### config.mk
export PLATFORM = sky130hd
export DESIGN_NAME = dacsio_regs
export DESIGN_NICKNAME = d
export VERILOG_FILES = /design/src/shared/dacsio_pkg.sv /design/src/rtl/dacsio_regs.sv /design/src/rtl/dacsio_timer.sv
export SDC_FILE = /design/constraint.sdc
export NUM_CORES = 1
export LEC_CHECK = 0
export ABC_AREA = 1
export BUFFER_PORTS_ARGS = -buffer_cell sky130_fd_sc_hd__buf_2
export CORE_MARGIN = 3
export CORE_UTILIZATION = 50
export CTS_CLUSTER_DIAMETER = 100
export DETAILED_ROUTE_END_ITERATION = 12
export PLACE_DENSITY = 0.76
export SYNTH_ARGS = -nofsm -noshare
export SYNTH_HDL_FRONTEND = slang
export SYNTH_SLANG_ARGS = --single-unit
export TNS_END_PERCENT = 100
### constraint.sdc
create_clock -name clk_i -period 2.21 [get_ports clk_i]
set_input_delay 0.442 -clock clk_i [delete_from_list [all_inputs] [get_ports clk_i]]
set_output_delay 0.442 -clock clk_i [all_outputs]
set_load 0.005 [all_outputs]
### src/shared/dacsio_pkg.sv
// Purpose: shared constants and carriers for the analog-output card's load, timer and digital I/O registers
// Assumes: byte registers at offsets from the card base, 50 MHz system clock
// Notes: offsets are the printed byte offsets within the card's eight-byte window
`default_nettype none
package dacsio_pkg;
	// ====================================================
	// register offsets
	localparam logic [2:0] OFF_SIMUL = 3'h3;
	localparam logic [2:0] OFF_TIMER = 3'h4;
	localparam logic [2:0] OFF_DIO = 3'h5;
	// ====================================================
	// field positions and reset values
	localparam int LOAD_SEEN_BIT = 4;
	localparam int PAIR_COUNT = 4;
	localparam logic [7:0] SIMUL_RESET = 8'h00;
	localparam logic [7:0] TIMER_RESET = 8'h00;
	localparam logic [7:0] DIO_RESET = 8'hff;
	// ====================================================
	// timing: clock rate and timer source rates
	localparam int CLK_HZ = 50_000_000;
	localparam int FAST_SRC_HZ = 100_000;
	localparam int SLOW_SRC_HZ = 1_000;
	localparam int FAST_TICK_CYCLES = CLK_HZ / FAST_SRC_HZ;
	localparam int SLOW_TICK_CYCLES = CLK_HZ / SLOW_SRC_HZ;

	// host byte access
	typedef struct packed {
		logic rd;
		logic wr;
		logic [2:0] addr;
		logic [7:0] wdata;
	} dacsio_bus_t;
endpackage
`default_nettype wire

### src/rtl/dacsio_regs.sv
// Purpose: simultaneous-update, event timer and digital I/O byte registers
// Assumes: host byte accesses synchronous to clk_i; load input synchronous-ish, resynchronised anyway
// Notes: control and interrupt registers live elsewhere and join by ports
`default_nettype none
// Overview of operation
// - bits 7..5 of update register read zero
// - reset clears all update register bits
// - load rising edge sets sticky seen flag
// - writing one to bit 4 clears flag
// - load request only when load enable set
// - held pairs store data without converting
// - clearing hold converts last stored values
// - load edge clears every hold bit
// - timer expiry sets event, optional request
// - timer output drives connector pin
// - divisor read returns last written value
// - source is 100 kHz or 1 kHz
// - divisor resets to zero
// - output lines drive low for a written zero, release for a one
// - I/O read returns sampled pin levels
// - control bit 1 picks fast source
// - control bit 0 runs timer, stop clears event
// - enabled load event raises request unless already pending
// - load pending stays until disabled or cleared
module dacsio_regs #(
	parameter int DIO_WIDTH = 8,
	parameter int FAST_CYCLES = dacsio_pkg::FAST_TICK_CYCLES,
	parameter int SLOW_CYCLES = dacsio_pkg::SLOW_TICK_CYCLES
) (
	input wire logic clk_i,
	input wire logic reset_i,
	input wire dacsio_pkg::dacsio_bus_t bus_i,
	output logic [7:0] rdata_o,
	output logic rvalid_o,
	input wire logic load_ext_i,
	input wire logic timer_run_i,
	input wire logic timer_fast_i,
	input wire logic timer_event_clr_i,
	input wire logic load_irq_en_i,
	input wire logic timer_irq_en_i,
	output logic load_irq_o,
	output logic timer_event_o,
	output logic timer_irq_o,
	output logic timer_pin_o,
	output logic [3:0] pair_hold_o,
	output logic [3:0] pair_release_o,
	input wire logic [DIO_WIDTH-1:0] dio_in_i,
	output logic [DIO_WIDTH-1:0] dio_out_o,
	output logic [DIO_WIDTH-1:0] dio_oe_o
);
	// ====================================================
	// decode
	// reads decode in the read-data section; writes act on the strobe edge
	logic wr_simul;
	logic wr_timer;
	logic wr_dio;
	assign wr_simul = bus_i.wr && bus_i.addr == dacsio_pkg::OFF_SIMUL;
	assign wr_timer = bus_i.wr && bus_i.addr == dacsio_pkg::OFF_TIMER;
	assign wr_dio = bus_i.wr && bus_i.addr == dacsio_pkg::OFF_DIO;

	// ====================================================
	// load input synchroniser and edge detector
	logic load_s1_r;
	logic load_s2_r;
	logic load_prev_r;
	logic load_rise;

	// the flag moves three edges after the pin rises; a high pulse
	// shorter than one clock may be missed by the synchroniser
	// first stage feeds only the second
	always_ff @(posedge clk_i or posedge reset_i) begin
		if (reset_i) begin
			load_s1_r <= 1'b0;
			load_s2_r <= 1'b0;
			load_prev_r <= 1'b0;
		end else begin
			load_s1_r <= load_ext_i;
			load_s2_r <= load_s1_r;
			load_prev_r <= load_s2_r;
		end
	end
	assign load_rise = load_s2_r && !load_prev_r;

	// ====================================================
	// simultaneous-update register
	logic [3:0] hold_r;
	logic [3:0] hold_nxt;
	logic load_seen_r;

	// a host write replaces all four hold bits at once
	// external edge wins over a host write that would set a hold bit
	always_comb begin
		hold_nxt = hold_r;
		if (wr_simul) begin
			hold_nxt = bus_i.wdata[3:0];
		end
		if (load_rise) begin
			hold_nxt = 4'h0;
		end
	end

	// hold register
	always_ff @(posedge clk_i or posedge reset_i) begin
		if (reset_i) begin
			hold_r <= dacsio_pkg::SIMUL_RESET[3:0];
		end else begin
			hold_r <= hold_nxt;
		end
	end

	// sticky flag: an edge in the clearing cycle still sets it
	// a clearing write with bit 4 at zero leaves the flag alone
	always_ff @(posedge clk_i or posedge reset_i) begin
		if (reset_i) begin
			load_seen_r <= dacsio_pkg::SIMUL_RESET[dacsio_pkg::LOAD_SEEN_BIT];
		end else if (load_rise) begin
			load_seen_r <= 1'b1;
		end else if (wr_simul && bus_i.wdata[dacsio_pkg::LOAD_SEEN_BIT]) begin
			load_seen_r <= 1'b0;
		end
	end

	// hold state out to the conversion path, a copy of hold_r
	always_ff @(posedge clk_i or posedge reset_i) begin
		if (reset_i) begin
			pair_hold_o <= 4'h0;
		end else begin
			pair_hold_o <= hold_nxt;
		end
	end

	// one-cycle release pulse per falling pair, from a host clear or a load edge;
	// the conversion path reloads both channels of the pair on it
	always_ff @(posedge clk_i or posedge reset_i) begin
		if (reset_i) begin
			pair_release_o <= 4'h0;
		end else begin
			pair_release_o <= hold_r & ~hold_nxt;
		end
	end

	// pending request: level while flag and enable are both set
	// stays up until the host clears the flag or drops the enable
	always_ff @(posedge clk_i or posedge reset_i) begin
		if (reset_i) begin
			load_irq_o <= 1'b0;
		end else begin
			load_irq_o <= load_seen_r && load_irq_en_i;
		end
	end

	// ====================================================
	// event timer
	logic [7:0] divisor_r;
	logic expire;
	logic tick;
	logic timer_event_nxt;
	logic timer_irq_nxt;

	// readback is the stored value, never the running count
	always_ff @(posedge clk_i or posedge reset_i) begin
		if (reset_i) begin
			divisor_r <= dacsio_pkg::TIMER_RESET;
		end else if (wr_timer) begin
			divisor_r <= bus_i.wdata;
		end
	end

	// a zero divisor is outside the host's range but harmless here:
	// the divider then expires on every source tick
	dacsio_timer #(
		.FAST_CYCLES(FAST_CYCLES),
		.SLOW_CYCLES(SLOW_CYCLES)
	) u_timer (
		.clk_i(clk_i),
		.reset_i(reset_i),
		.run_i(timer_run_i),
		.fast_i(timer_fast_i),
		.divisor_i(divisor_r),
		.expire_o(expire),
		.tick_o(tick)
	);

	// next event value: a stop clears first, then an expiry beats a
	// host clear in the same cycle so that no event is lost
	always_comb begin
		timer_event_nxt = timer_event_o;
		if (!timer_run_i) begin
			timer_event_nxt = 1'b0;
		end else if (expire) begin
			timer_event_nxt = 1'b1;
		end else if (timer_event_clr_i) begin
			timer_event_nxt = 1'b0;
		end
	end

	// sticky event flag register
	always_ff @(posedge clk_i or posedge reset_i) begin
		if (reset_i) begin
			timer_event_o <= 1'b0;
		end else begin
			timer_event_o <= timer_event_nxt;
		end
	end

	// request follows the next flag value, so it rises with the flag
	// and falls with it on a clear or a stop, never a cycle late
	assign timer_irq_nxt = timer_event_nxt && timer_irq_en_i;

	// request level towards the interrupt register
	always_ff @(posedge clk_i or posedge reset_i) begin
		if (reset_i) begin
			timer_irq_o <= 1'b0;
		end else begin
			timer_irq_o <= timer_irq_nxt;
		end
	end

	// pin is one flop behind the divider's toggle; the extra cycle of
	// lag is small against one source tick
	always_ff @(posedge clk_i or posedge reset_i) begin
		if (reset_i) begin
			timer_pin_o <= 1'b0;
		end else begin
			timer_pin_o <= tick;
		end
	end

	// ====================================================
	// digital I/O: a one releases the line (open-drain style)
	// reset leaves every line released, so nothing is driven until the
	// host writes a zero; there is no separate direction register, the
	// stored level doubles as the direction
	logic [DIO_WIDTH-1:0] dio_r;

	always_ff @(posedge clk_i or posedge reset_i) begin
		if (reset_i) begin
			dio_r <= DIO_WIDTH'(dacsio_pkg::DIO_RESET);
		end else if (wr_dio) begin
			dio_r <= bus_i.wdata[DIO_WIDTH-1:0];
		end
	end

	// drive low for a zero, release for a one so outside can drive
	// the driven level is always low; the pull-up supplies the high
	always_ff @(posedge clk_i or posedge reset_i) begin
		if (reset_i) begin
			dio_out_o <= '0;
			dio_oe_o <= '0;
		end else begin
			dio_out_o <= '0;
			dio_oe_o <= ~dio_r;
		end
	end

	// ====================================================
	// read data
	logic [7:0] simul_rd;
	logic [7:0] rdata_nxt;

	// update register as the host sees it: reserved bits forced to zero
	assign simul_rd = {3'h0, load_seen_r, hold_r};

	// other offsets belong to blocks outside this one and read zero here
	always_comb begin
		rdata_nxt = 8'h00;
		if (bus_i.rd) begin
			unique case (bus_i.addr)
				dacsio_pkg::OFF_SIMUL: rdata_nxt = simul_rd;
				dacsio_pkg::OFF_TIMER: rdata_nxt = divisor_r;
				dacsio_pkg::OFF_DIO: rdata_nxt = 8'(dio_in_i);
				default: rdata_nxt = 8'h00;
			endcase
		end
	end

	// registered one cycle after the strobe; zero between reads
	always_ff @(posedge clk_i or posedge reset_i) begin
		if (reset_i) begin
			rdata_o <= 8'h00;
		end else begin
			rdata_o <= rdata_nxt;
		end
	end

	// valid pulse marks the single cycle in which the data stands
	always_ff @(posedge clk_i or posedge reset_i) begin
		if (reset_i) begin
			rvalid_o <= 1'b0;
		end else begin
			rvalid_o <= bus_i.rd;
		end
	end
endmodule
`default_nettype wire

### src/rtl/dacsio_timer.sv
// Purpose: event timer: prescaled source tick and programmable divider
// Assumes: divisor 1..255 programmed before enabling
// Notes: expiry every divisor+1 source ticks, one-cycle pulse
`default_nettype none
module dacsio_timer #(
	parameter int FAST_CYCLES = dacsio_pkg::FAST_TICK_CYCLES,
	parameter int SLOW_CYCLES = dacsio_pkg::SLOW_TICK_CYCLES
) (
	input wire logic clk_i,
	input wire logic reset_i,
	input wire logic run_i,
	input wire logic fast_i,
	input wire logic [7:0] divisor_i,
	output logic expire_o,
	output logic tick_o
);
	logic [15:0] pre_r;
	logic [7:0] cnt_r;
	logic src_tick;
	logic [15:0] pre_limit;

	// ====================================================
	// prescaler to the chosen source rate
	assign pre_limit = fast_i ? 16'(FAST_CYCLES - 1) : 16'(SLOW_CYCLES - 1);
	assign src_tick = run_i && (pre_r >= pre_limit);

	always_ff @(posedge clk_i or posedge reset_i) begin
		if (reset_i) begin
			pre_r <= 16'h0000;
		end else if (!run_i || src_tick) begin
			pre_r <= 16'h0000; // restart so first period is whole
		end else begin
			pre_r <= pre_r + 16'h0001;
		end
	end

	// divider: counts 0..divisor, so period is divisor+1 ticks
	always_ff @(posedge clk_i or posedge reset_i) begin
		if (reset_i) begin
			cnt_r <= 8'h00;
			expire_o <= 1'b0;
		end else begin
			expire_o <= 1'b0;
			if (!run_i) begin
				cnt_r <= 8'h00;
			end else if (src_tick) begin
				if (cnt_r >= divisor_i) begin
					cnt_r <= 8'h00;
					expire_o <= 1'b1;
				end else begin
					cnt_r <= cnt_r + 8'h01;
				end
			end
		end
	end

	// square-ish output pin toggles on each expiry
	always_ff @(posedge clk_i or posedge reset_i) begin
		if (reset_i) begin
			tick_o <= 1'b0;
		end else if (!run_i) begin
			tick_o <= 1'b0;
		end else if (src_tick && cnt_r >= divisor_i) begin
			tick_o <= ~tick_o;
		end
	end
endmodule
`default_nettype wire

### After elaboration in Yosys (flattened, before gate mapping)

Index checks and enable logic that the tools add are counted.

* add/sub/neg operators: 2
* magnitude comparators: 2
* eq/ne operators: 5
* muxes and demuxes: 19
* bitwise operators: 4
* reductions and logical operators: 13

Operator list (count)
* $mux 16: 2
* $mux 8: 4
* $pmux 8 s3: 1
* $add 16x1->16 const B: 1
* $ge 16x16->1: 1
* $mux 1: 10
* $logic_and 1x1->1: 9
* $add 8x1->8 const B: 1
* $ge 8x8->1: 1
* $mux 4: 2
* $not 8->8: 1
* $eq 3x3->1 const B: 2
* $and 4x4->4: 1
* $ne 2x1->1 const B: 2
* $not 4->4: 1
* $eq 3x2->1 const B: 1
* $logic_not 1->1: 2
* $reduce_bool 2->1: 1
* $logic_or 1x1->1: 1
* $not 1->1: 1

* register bits: 75
* input bits: 29
* output and inout bits: 37

### Depth between registers and ports, before layout

Gate-level depths: netlist of run 1.

* depth after elaboration: 6
* gate-level depth with buffers: 12
* gate-level depth less buffers: 12

### By module

Synthesis of run 1 repeated with hierarchy kept, for this count alone.

* cell total of the unflattened synthesis: 443
* area, all modules: 3849.9 µm²

By module, submodules not included
* dacsio_regs: times used 1, cells each 203, area each 2044.5 µm², sequential area each 1236.2 µm²
* dacsio_timer: times used 1, cells each 240, area each 1805.5 µm², sequential area each 650.6 µm²

### Worst setup path after synthesis of run 1

Ideal clock, no wire load.

* path type: input-to-reg
* start point: in timer_fast_i
* end point: reg u_timer.pre_r[11]
* arrival time: 1534 ps
* data required time: 2141 ps
* setup slack: 607 ps
* stages on the path: 10
* buffers on the path: 1
* path through: inv_1 -> ha_1 -> nand2_1 -> inv_1 -> a21oi_1 -> nand2_1 -> nand2_1 -> nand3_4 -> buf_6 -> nor2_2

* longest elaborated chain between the ends: 5

RTL lines
* from (decl): line dacsio_regs.sv:37 `input wire logic timer_fast_i,`
* $mux 16: line dacsio_timer.sv:24 `assign pre_limit = fast_i ? 16'(FAST_CYCLES - 1) : 16'(SLOW_CYCLES - 1);`
* $ge 16x16->1: line dacsio_timer.sv:25 `assign src_tick = run_i && (pre_r >= pre_limit);`
* $logic_and 1x1->1: line dacsio_timer.sv:25
* $logic_or 1x1->1: line dacsio_timer.sv:30 `end else if (!run_i || src_tick) begin`
* $mux 16: line dacsio_timer.sv:30
* to (signal assigned): line dacsio_timer.sv:33 `pre_r <= pre_r + 16'h0001;`
* to (decl): line dacsio_timer.sv:17 `logic [15:0] pre_r;`

No other way between the ends.
A chain may end at the register's enable or synchronous reset.

### Worst setup path after layout of run 1

* start point: reg u_timer.pre_r[7]
* end point: reg u_timer.pre_r[13]

* longest elaborated chain between the ends: 4
* elaborated cells on any way between the ends: 5

RTL lines (line)
* $ge 16x16->1: dacsio_timer.sv:25
* $logic_and 1x1->1: dacsio_timer.sv:25
* $logic_or 1x1->1: dacsio_timer.sv:30
* $mux 16 (*): dacsio_timer.sv:30

Mark *: on every way between the ends. The rest lies on a longest branch, timed or not.

==> results of run 1 <==
## per-stage QoR
stage | cells | utilization, % | area [um^2]
floorplan | 425 | - | 3710
global placement | 566 | 57.9 | 4040
detailed placement | 566 | 57.9 | 4040
CTS | 582 | 60.9 | 4250
global route | 582 | 60.9 | 4250
finish | 582 | 60.9 | 4250
## registers in the layout, summed over array words and instances (netlist names)
register and cells:
timer_irq_o 1, load_seen_r 1, u_timer.pre_r 16, timer_pin_o 1, rvalid_o 1, rdata_o 8
load_prev_r 1, load_s1_r 1, u_timer.cnt_r 8, u_timer.expire_o 1, pair_release_o 4, timer_event_o 1
dio_r 8, divisor_r 8, load_irq_o 1, pair_hold_o 4, dio_oe_o 8, load_s2_r 1
u_timer.tick_o 1
## per-layer routing
metal,global-route usage [%],share of wire (%),vias up
li1,-,-,1436
met1,24.5,45,1374
met4,6.31,1.6,0
met2,29.6,48,72
met5,0,0,-
met3,5.00,5.3,11
## final cells by class
cell class,instances,share of cell area [%]
sequential,75,44.4
multi-input combinational,267,34.4
timing repair buffer,58,7.18
inverter,70,6.32
clock buffer,10,3.24
tap,96,2.82
clock inverter,6,1.71
## worst paths after layout
| kind | end | startpoint | depth (start not counted) | slack (ns) |
|---|---|---|---|---|
| worst max-delay path | u_timer.pre_r[13] | u_timer.pre_r[7] | 10 | 0.37 |
| worst min-delay path | dio_oe_o[4] | reset_i | 3 | 0.18 |
| worst max register to register | u_timer.pre_r[13] | u_timer.pre_r[7] | 10 | 0.37 |
| worst min register to register | load_s2_r | load_s1_r | 0 | 0.38 |
| max in group asynchronous | dio_r[7] | reset_i | 3 | 1.69 |
| min in group clk_i | load_s1_r | load_ext_i | 1 | 0.20 |
## cell usage after synthesis, types with 3 or more instances
master     n  share of area, %
xor2_1     8               1.9
ha_1      18               6.1
nand4_1    7               1.2
nand2_1   85               8.7
nor2_2     6               1.0
buf_4      8               1.6
dfstp_2    8               5.7
o21a_1     5               1.0
dfrtp_1   67                46
nor2_1    39               4.0
inv_1     68               6.9
a21oi_1   12               1.6
o221ai_1   4              0.95
o21ai_0   20               2.7
nor2_4     3              0.92
xnor2_1    4              0.95
nand3_1   27               3.7
nor3_1     7              0.95
## power by group through the flow
stage	Clock (W)	Sequential, W	Combinational, W
after global placement	0	0.00157	0.000328
after floorplan	0	0.00157	0.000217
final	0.00109	0.00155	0.000338
after CTS	0.00111	0.00155	0.000343
after global routing	0.00117	0.00156	0.000389
after detailed placement	0	0.00158	0.000341
## cell families (layout without fill, tap and decap cells)
group	after synthesis	count (layout)	share of synthesized area [%]
other cells	1	8	0.102
flops	75	75	51.2
xor+xnor	12	12	2.85
simple gates	183	183	22.6
fa+ha+maj	18	18	6.11
compound gates	46	46	7.27
buf+inv	83	144	9.81
## tightest hold or removal path, delay by kind of cell
| family | cells | cell delay (ns) |
|---|---|---|
| buffers and inverters | 3 | 0.50 |
==> key figures, run 1 <==
Run status
  • Outcome: complete, no violations

Route
  • DR pass1 iterations: 5
  • Post-route antenna net violation count: 0
  • Routed wire length: 7.26 mm
  • Drt wl/cell: 12.5 um
  • Initial DRC Count: 144
  • Routed vias/inst: 4.97
  • Final routed DRC violation total: 0
  • Via count: 2,893

Synthesis
  • Sequential-to-total area share from yosys stat: 51.2%
  • Flops & latches, synth: 75
  • Post-synth top flop: dfrtp_1
  • Number of synthesized flops with an enable pin: 0
  • Cells after synthesis: 418
  • Synthesis warning total: 0
  • Count of different cell masters after synthesis: 36
  • Area of the mapped netlist: 3680 um^2
  • Syn avg cell area: 8.82 um^2
  • Ys async rst share: 100%

STA
  • Hold Fails Final Rpt: 0
  • Total negative slack: 0 ns
  • Max-slew violations: 0
  • Max Clk Rate: 0.544 GHz
  • Hold Slack: 0.184 ns
  • Unrepaired setup endpoints after global routing: false
  • Final worst path period need: 1.84 ns
  • Period utilization: 83.2%
  • Setup Skew: 0.00918 ns
  • Setup violations, final: 0
  • Min setup slack post-route: 0.371 ns

Critical path
  • CP Capture Type: flop
  • Buffers and inverters on the worst path: 2
  • Crit path launch type: flop
  • Max incr delay on CP: 0.44 ns
  • Worst Path Required: 2.49 ns
  • Crit-path max FO: 16
  • Critical path's top delay family: simple AND/OR/NAND/NOR gates
  • Most frequent CP cell: nand2_1
  • Critical Path, Cell by Cell: ha_1 -> nand2_1 -> inv_1 -> a21oi_1 -> nand2_1 -> nand2_1 -> nand3_4 -> inv_4 -> nand2_1 -> nor2_1
  • Critical path class: flop to flop
  • Slowest CP cell: dfrtp_1
  • CP Data Arrival Time: 2.11 ns

Floorplanning
  • CORE AREA: 6980 um^2
  • Die area: 8440 um^2
  • Die width: 91.8 um
  • Initial Util: 52.8%
  • Row count: 30
  • # IOs: 66
  • Die Y: 91.8 um

Final layout
  • Final nets: 528
  • Register area: 1890 um^2
  • Fillcell total: 606
  • # diodes: 0
  • Commonest cells after routing, fill and taps aside: nand2_1, inv_1, dfrtp_1
  • Area of the multi-input gates: 1460 um^2
  • Area grow syn2layout: 15.4%
  • Layout cells sized above 1: 21.0%
  • Commonest non-fill, non-tap cell in the layout: nand2_1

Clock network
  • CTS tree: yes
  • CTS Buf Count: 9
  • Post-CTS setup buffer count: 0
  • Root Buffer: clkbuf_8
  • Clk sinks: 75
  • Hold_buf cts: 0
  • Worst-path clk slew: 0.08 ns
  • CTS max path bufs: 2
  • Post_cts resized: 0
  • Clk Latency, worst-skew pair: 0.35 ns
  • H-tree levels: 3

Power and ir drop
  • Pwr Density: 700 nW/um^2
  • Final Power: 0.00298 W
  • Pleak: 2.26 nW
  • Sw Ratio: 26.5%
  • Clock power share: 36.6%
  • Peak VDD IR: 0.000388 V
  • Combinational power share: 11.3%
  • Sequential Power Share: 52.1%
  • Switching power: 0.000790 W
  • Int Pwr: 0.00219 W

Global routing
  • Initial antenna violation count: 0
  • Pin count of the biggest net entering global routing: 76
  • First-pass GRT wire length: 12.5 mm
  • Vias in the first global route: 2,738
  • GRT overflow: 0
  • GRT Util Overall: 18.5%

Worst hold path
  • Hold Crit Class: input pin to async pin

Place
  • Buffers on Ports: 57
  • DP Wirelength: 5.34 mm
  • RD Place Congestion: 0.954
  • Pre-CTS WS: 0.118 ns

Job
  • Max-cap check violation count: 0
Note: power is estimated with default switching activity, not from simulation.
==> run 2: changes to the inputs <==
--- a/config.mk
+++ b/config.mk
@@ -11,7 +11,7 @@
 export CORE_UTILIZATION = 50
 export CTS_CLUSTER_DIAMETER = 100
 export DETAILED_ROUTE_END_ITERATION = 12
-export PLACE_DENSITY = 0.76
+export PLACE_DENSITY = 0.73
 export SYNTH_ARGS = -nofsm -noshare
 export SYNTH_HDL_FRONTEND = slang
 export SYNTH_SLANG_ARGS = --single-unit
==> constraint.sdc (replaced) <==
create_clock -name clk_i -period 1.75 [get_ports clk_i]
set_input_delay 0.35 -clock clk_i [delete_from_list [all_inputs] [get_ports clk_i]]
set_output_delay 0.35 -clock clk_i [all_outputs]
set_load 0.005 [all_outputs]
==> key figures, run 2 (synthesized netlist as in run 1, its figures left out) <==
Global routing
  • Pin count of the biggest net entering global routing: 37 (was 76)
  • GRT Util Overall: 19.2% (was 18.5%)
  • Vias in the first global route: 2,834 (was 2,738)
  • First-pass GRT wire length: 13.0 mm (was 12.5 mm)
  • GRT overflow: 0 (unchanged)
  • Initial antenna violation count: 0 (unchanged)

Floorplanning
  • Die area: 8440 um^2 (unchanged)
  • Initial Util: 52.8% (unchanged)
  • Die Y: 91.8 um (unchanged)
  • # IOs: 66 (unchanged)
  • Die width: 91.8 um (unchanged)
  • Row count: 30 (unchanged)
  • CORE AREA: 6980 um^2 (unchanged)

Run status
  • Outcome: complete, no violations (unchanged)

Clock network
  • CTS max path bufs: 2 (unchanged)
  • CTS tree: yes (unchanged)
  • Worst-path clk slew: 0.08 ns (about the same)
  • Clk sinks: 75 (unchanged)
  • CTS Buf Count: 9 (unchanged)
  • Clk Latency, worst-skew pair: 0.35 ns (about the same)
  • H-tree levels: 3 (unchanged)
  • Root Buffer: clkbuf_8 (unchanged)

Critical path
  • Critical Path, Cell by Cell: ha_1 -> nand3_1 -> nand3_1 -> nand2_1 -> nand2_1 -> nand2_2 -> nand3_4 -> buf_6 -> nor2_1 (was ha_1 -> nand2_1 -> inv_1 -> a21oi_1 -> nand2_1 -> nand2_1 -> nand3_4 -> inv_4 -> nand2_1 -> nor2_1)
  • Max incr delay on CP: 0.41 ns (was 0.44 ns)
  • Critical path class: flop to flop (unchanged)
  • CP Capture Type: flop (unchanged)
  • Crit path launch type: flop (unchanged)
  • Slowest CP cell: dfrtp_2 (was dfrtp_1)
  • Worst Path Required: 2.02 ns (was 2.49 ns)
  • Crit-path max FO: 8 (was 16)
  • CP Data Arrival Time: 1.92 ns (was 2.11 ns)

Final layout
  • Fillcell total: 584 (was 606)
  • Max reg flops: 16 (unchanged)
  • # diodes: 0 (unchanged)
  • Commonest cells after routing, fill and taps aside: nand2_1, inv_1, dfrtp_1 (unchanged)
  • Area grow syn2layout: 21.4% (was 15.4%)
  • Fin cells: 601 (was 582)
  • Commonest non-fill, non-tap cell in the layout: nand2_1 (unchanged)
  • Area of the multi-input gates: 1540 um^2 (was 1460 um^2)
  • Register area: 1890 um^2 (about the same)
  • Top reg by flops: u_timer.pre_r (unchanged)
  • Layout cells sized above 1: 26.7% (was 21.0%)
  • Final nets: 547 (was 528)

STA
  • Max Clk Rate: 0.604 GHz (was 0.544 GHz)
  • Period utilization: 94.5% (was 83.2%)
  • Max-slew violations: 0 (unchanged)
  • Setup violations, final: 0 (unchanged)
  • Setup Skew: 0.0178 ns (was 0.00918 ns)
  • Hold Slack: 0.122 ns (was 0.184 ns)
  • Final worst path period need: 1.65 ns (was 1.84 ns)
  • Unrepaired setup endpoints after global routing: true (was false)
  • Total negative slack: 0 ns (unchanged)
  • Hold Fails Final Rpt: 0 (unchanged)

Place
  • RD Place Congestion: 0.977 (was 0.954)
  • Buffers on Ports: 57 (unchanged)
  • Placed cell count: 577 (was 566)
  • DP Wirelength: 5.68 mm (was 5.34 mm)

Route
  • Drt wl/cell: 12.7 um (was 12.5 um)
  • Final routed DRC violation total: 0 (unchanged)
  • DR pass1 iterations: 4 (was 5)
  • Initial DRC Count: 157 (was 144)
  • Via count: 2,911 (was 2,893)
  • Routed wire length: 7.63 mm (was 7.26 mm)
  • Routed vias/inst: 4.84 (was 4.97)
  • Post-route antenna net violation count: 0 (unchanged)

Power and ir drop
  • Peak VDD IR: 0.000455 V (was 0.000388 V)
  • Pwr Density: 841 nW/um^2 (was 700 nW/um^2)
  • Pleak: 2.34 nW (was 2.26 nW)
  • Final Power: 0.00376 W (was 0.00298 W)

Worst hold path
  • Hold Crit Class: input pin to flop (was input pin to async pin)

Job
  • Max-cap check violation count: 0 (unchanged)
[run 2: cell types whose count changed in the layout (fill, tap and decap cells not counted), sizes merged]
cell         delta
clkinv          -3
clkinvlp        +1
buf            +17
clkbuf          +1
inv             +2
dlygate4sd3     +1
[run 2: cell type report]
class                      instances  area share [%]
multi-input combinational        267            34.4
timing repair inverter             1           0.140
tap                               96            2.68
clock inverter                     5            1.40
inverter                          70            6.07
sequential                        75            42.3
timing repair buffer              76            10.2
clock buffer                      11            2.94
[run 2: final timing paths]
path	start	endpoint	slack (ns)	cells after the start
max in group asynchronous	reset_i	timer_irq_o	0.59	4
min reg2reg	load_s1_r	load_s2_r	0.35	0
max	u_timer.pre_r[3]	u_timer.pre_r[5]	0.1	9
min	load_ext_i	load_s1_r	0.12	1
max reg2reg	u_timer.pre_r[3]	u_timer.pre_r[5]	0.1	9
min in group asynchronous	reset_i	dio_oe_o[0]	0.54	3
[run 2: critical path, delay by kind of cell, from the launching register on]
family        cells  cell delay (ns)
fa+ha+maj         1             0.29
buf+inv           1             0.19
flops             1             0.41
simple gates      7             0.69
[run 2: report_power, final]
part | internal (W) | switching [W] | total [W] | leakage [nW]
Sequential | 0.00189 | 0.0000610 | 0.00195 | 0.954
Combinational | 0.000192 | 0.000280 | 0.000473 | 1.30
Clock | 0.000671 | 0.000666 | 0.00134 | 0.0906
[run 2: timing repair]
| item | 4_1_cts | 5_1_grt |
|---|---|---|
| endpoints found under the setup margin | 0 | 26 |
| hold endpoints to repair | 13 | 0 |
| hold buffers | 1 | 0 |
| setup buffers | 0 | 6 |
| gates resized for setup | 0 | 25 |
[run 2: layer usage]
metal / track usage [%] / wire, um / vias to the layer above
li1: - / - / 1468
met1: 26.2 / 3580 / 1363
met2: 30.3 / 3620 / 64
met3: 3.45 / 289 / 16
met4: 8.04 / 148 / 0
met5: 0 / 0 / -
[run 2: through the flow]
stage               area, um^2  worst slack, ns  util (%)
floorplan                 3710            0.239         -
global placement          4130          -0.0223      59.1
detailed placement        4130           -0.105      59.1
CTS                       4330           0.0195      62.0
global route              4470          -0.0219      64.1
finish                    4470           0.0956      64.1
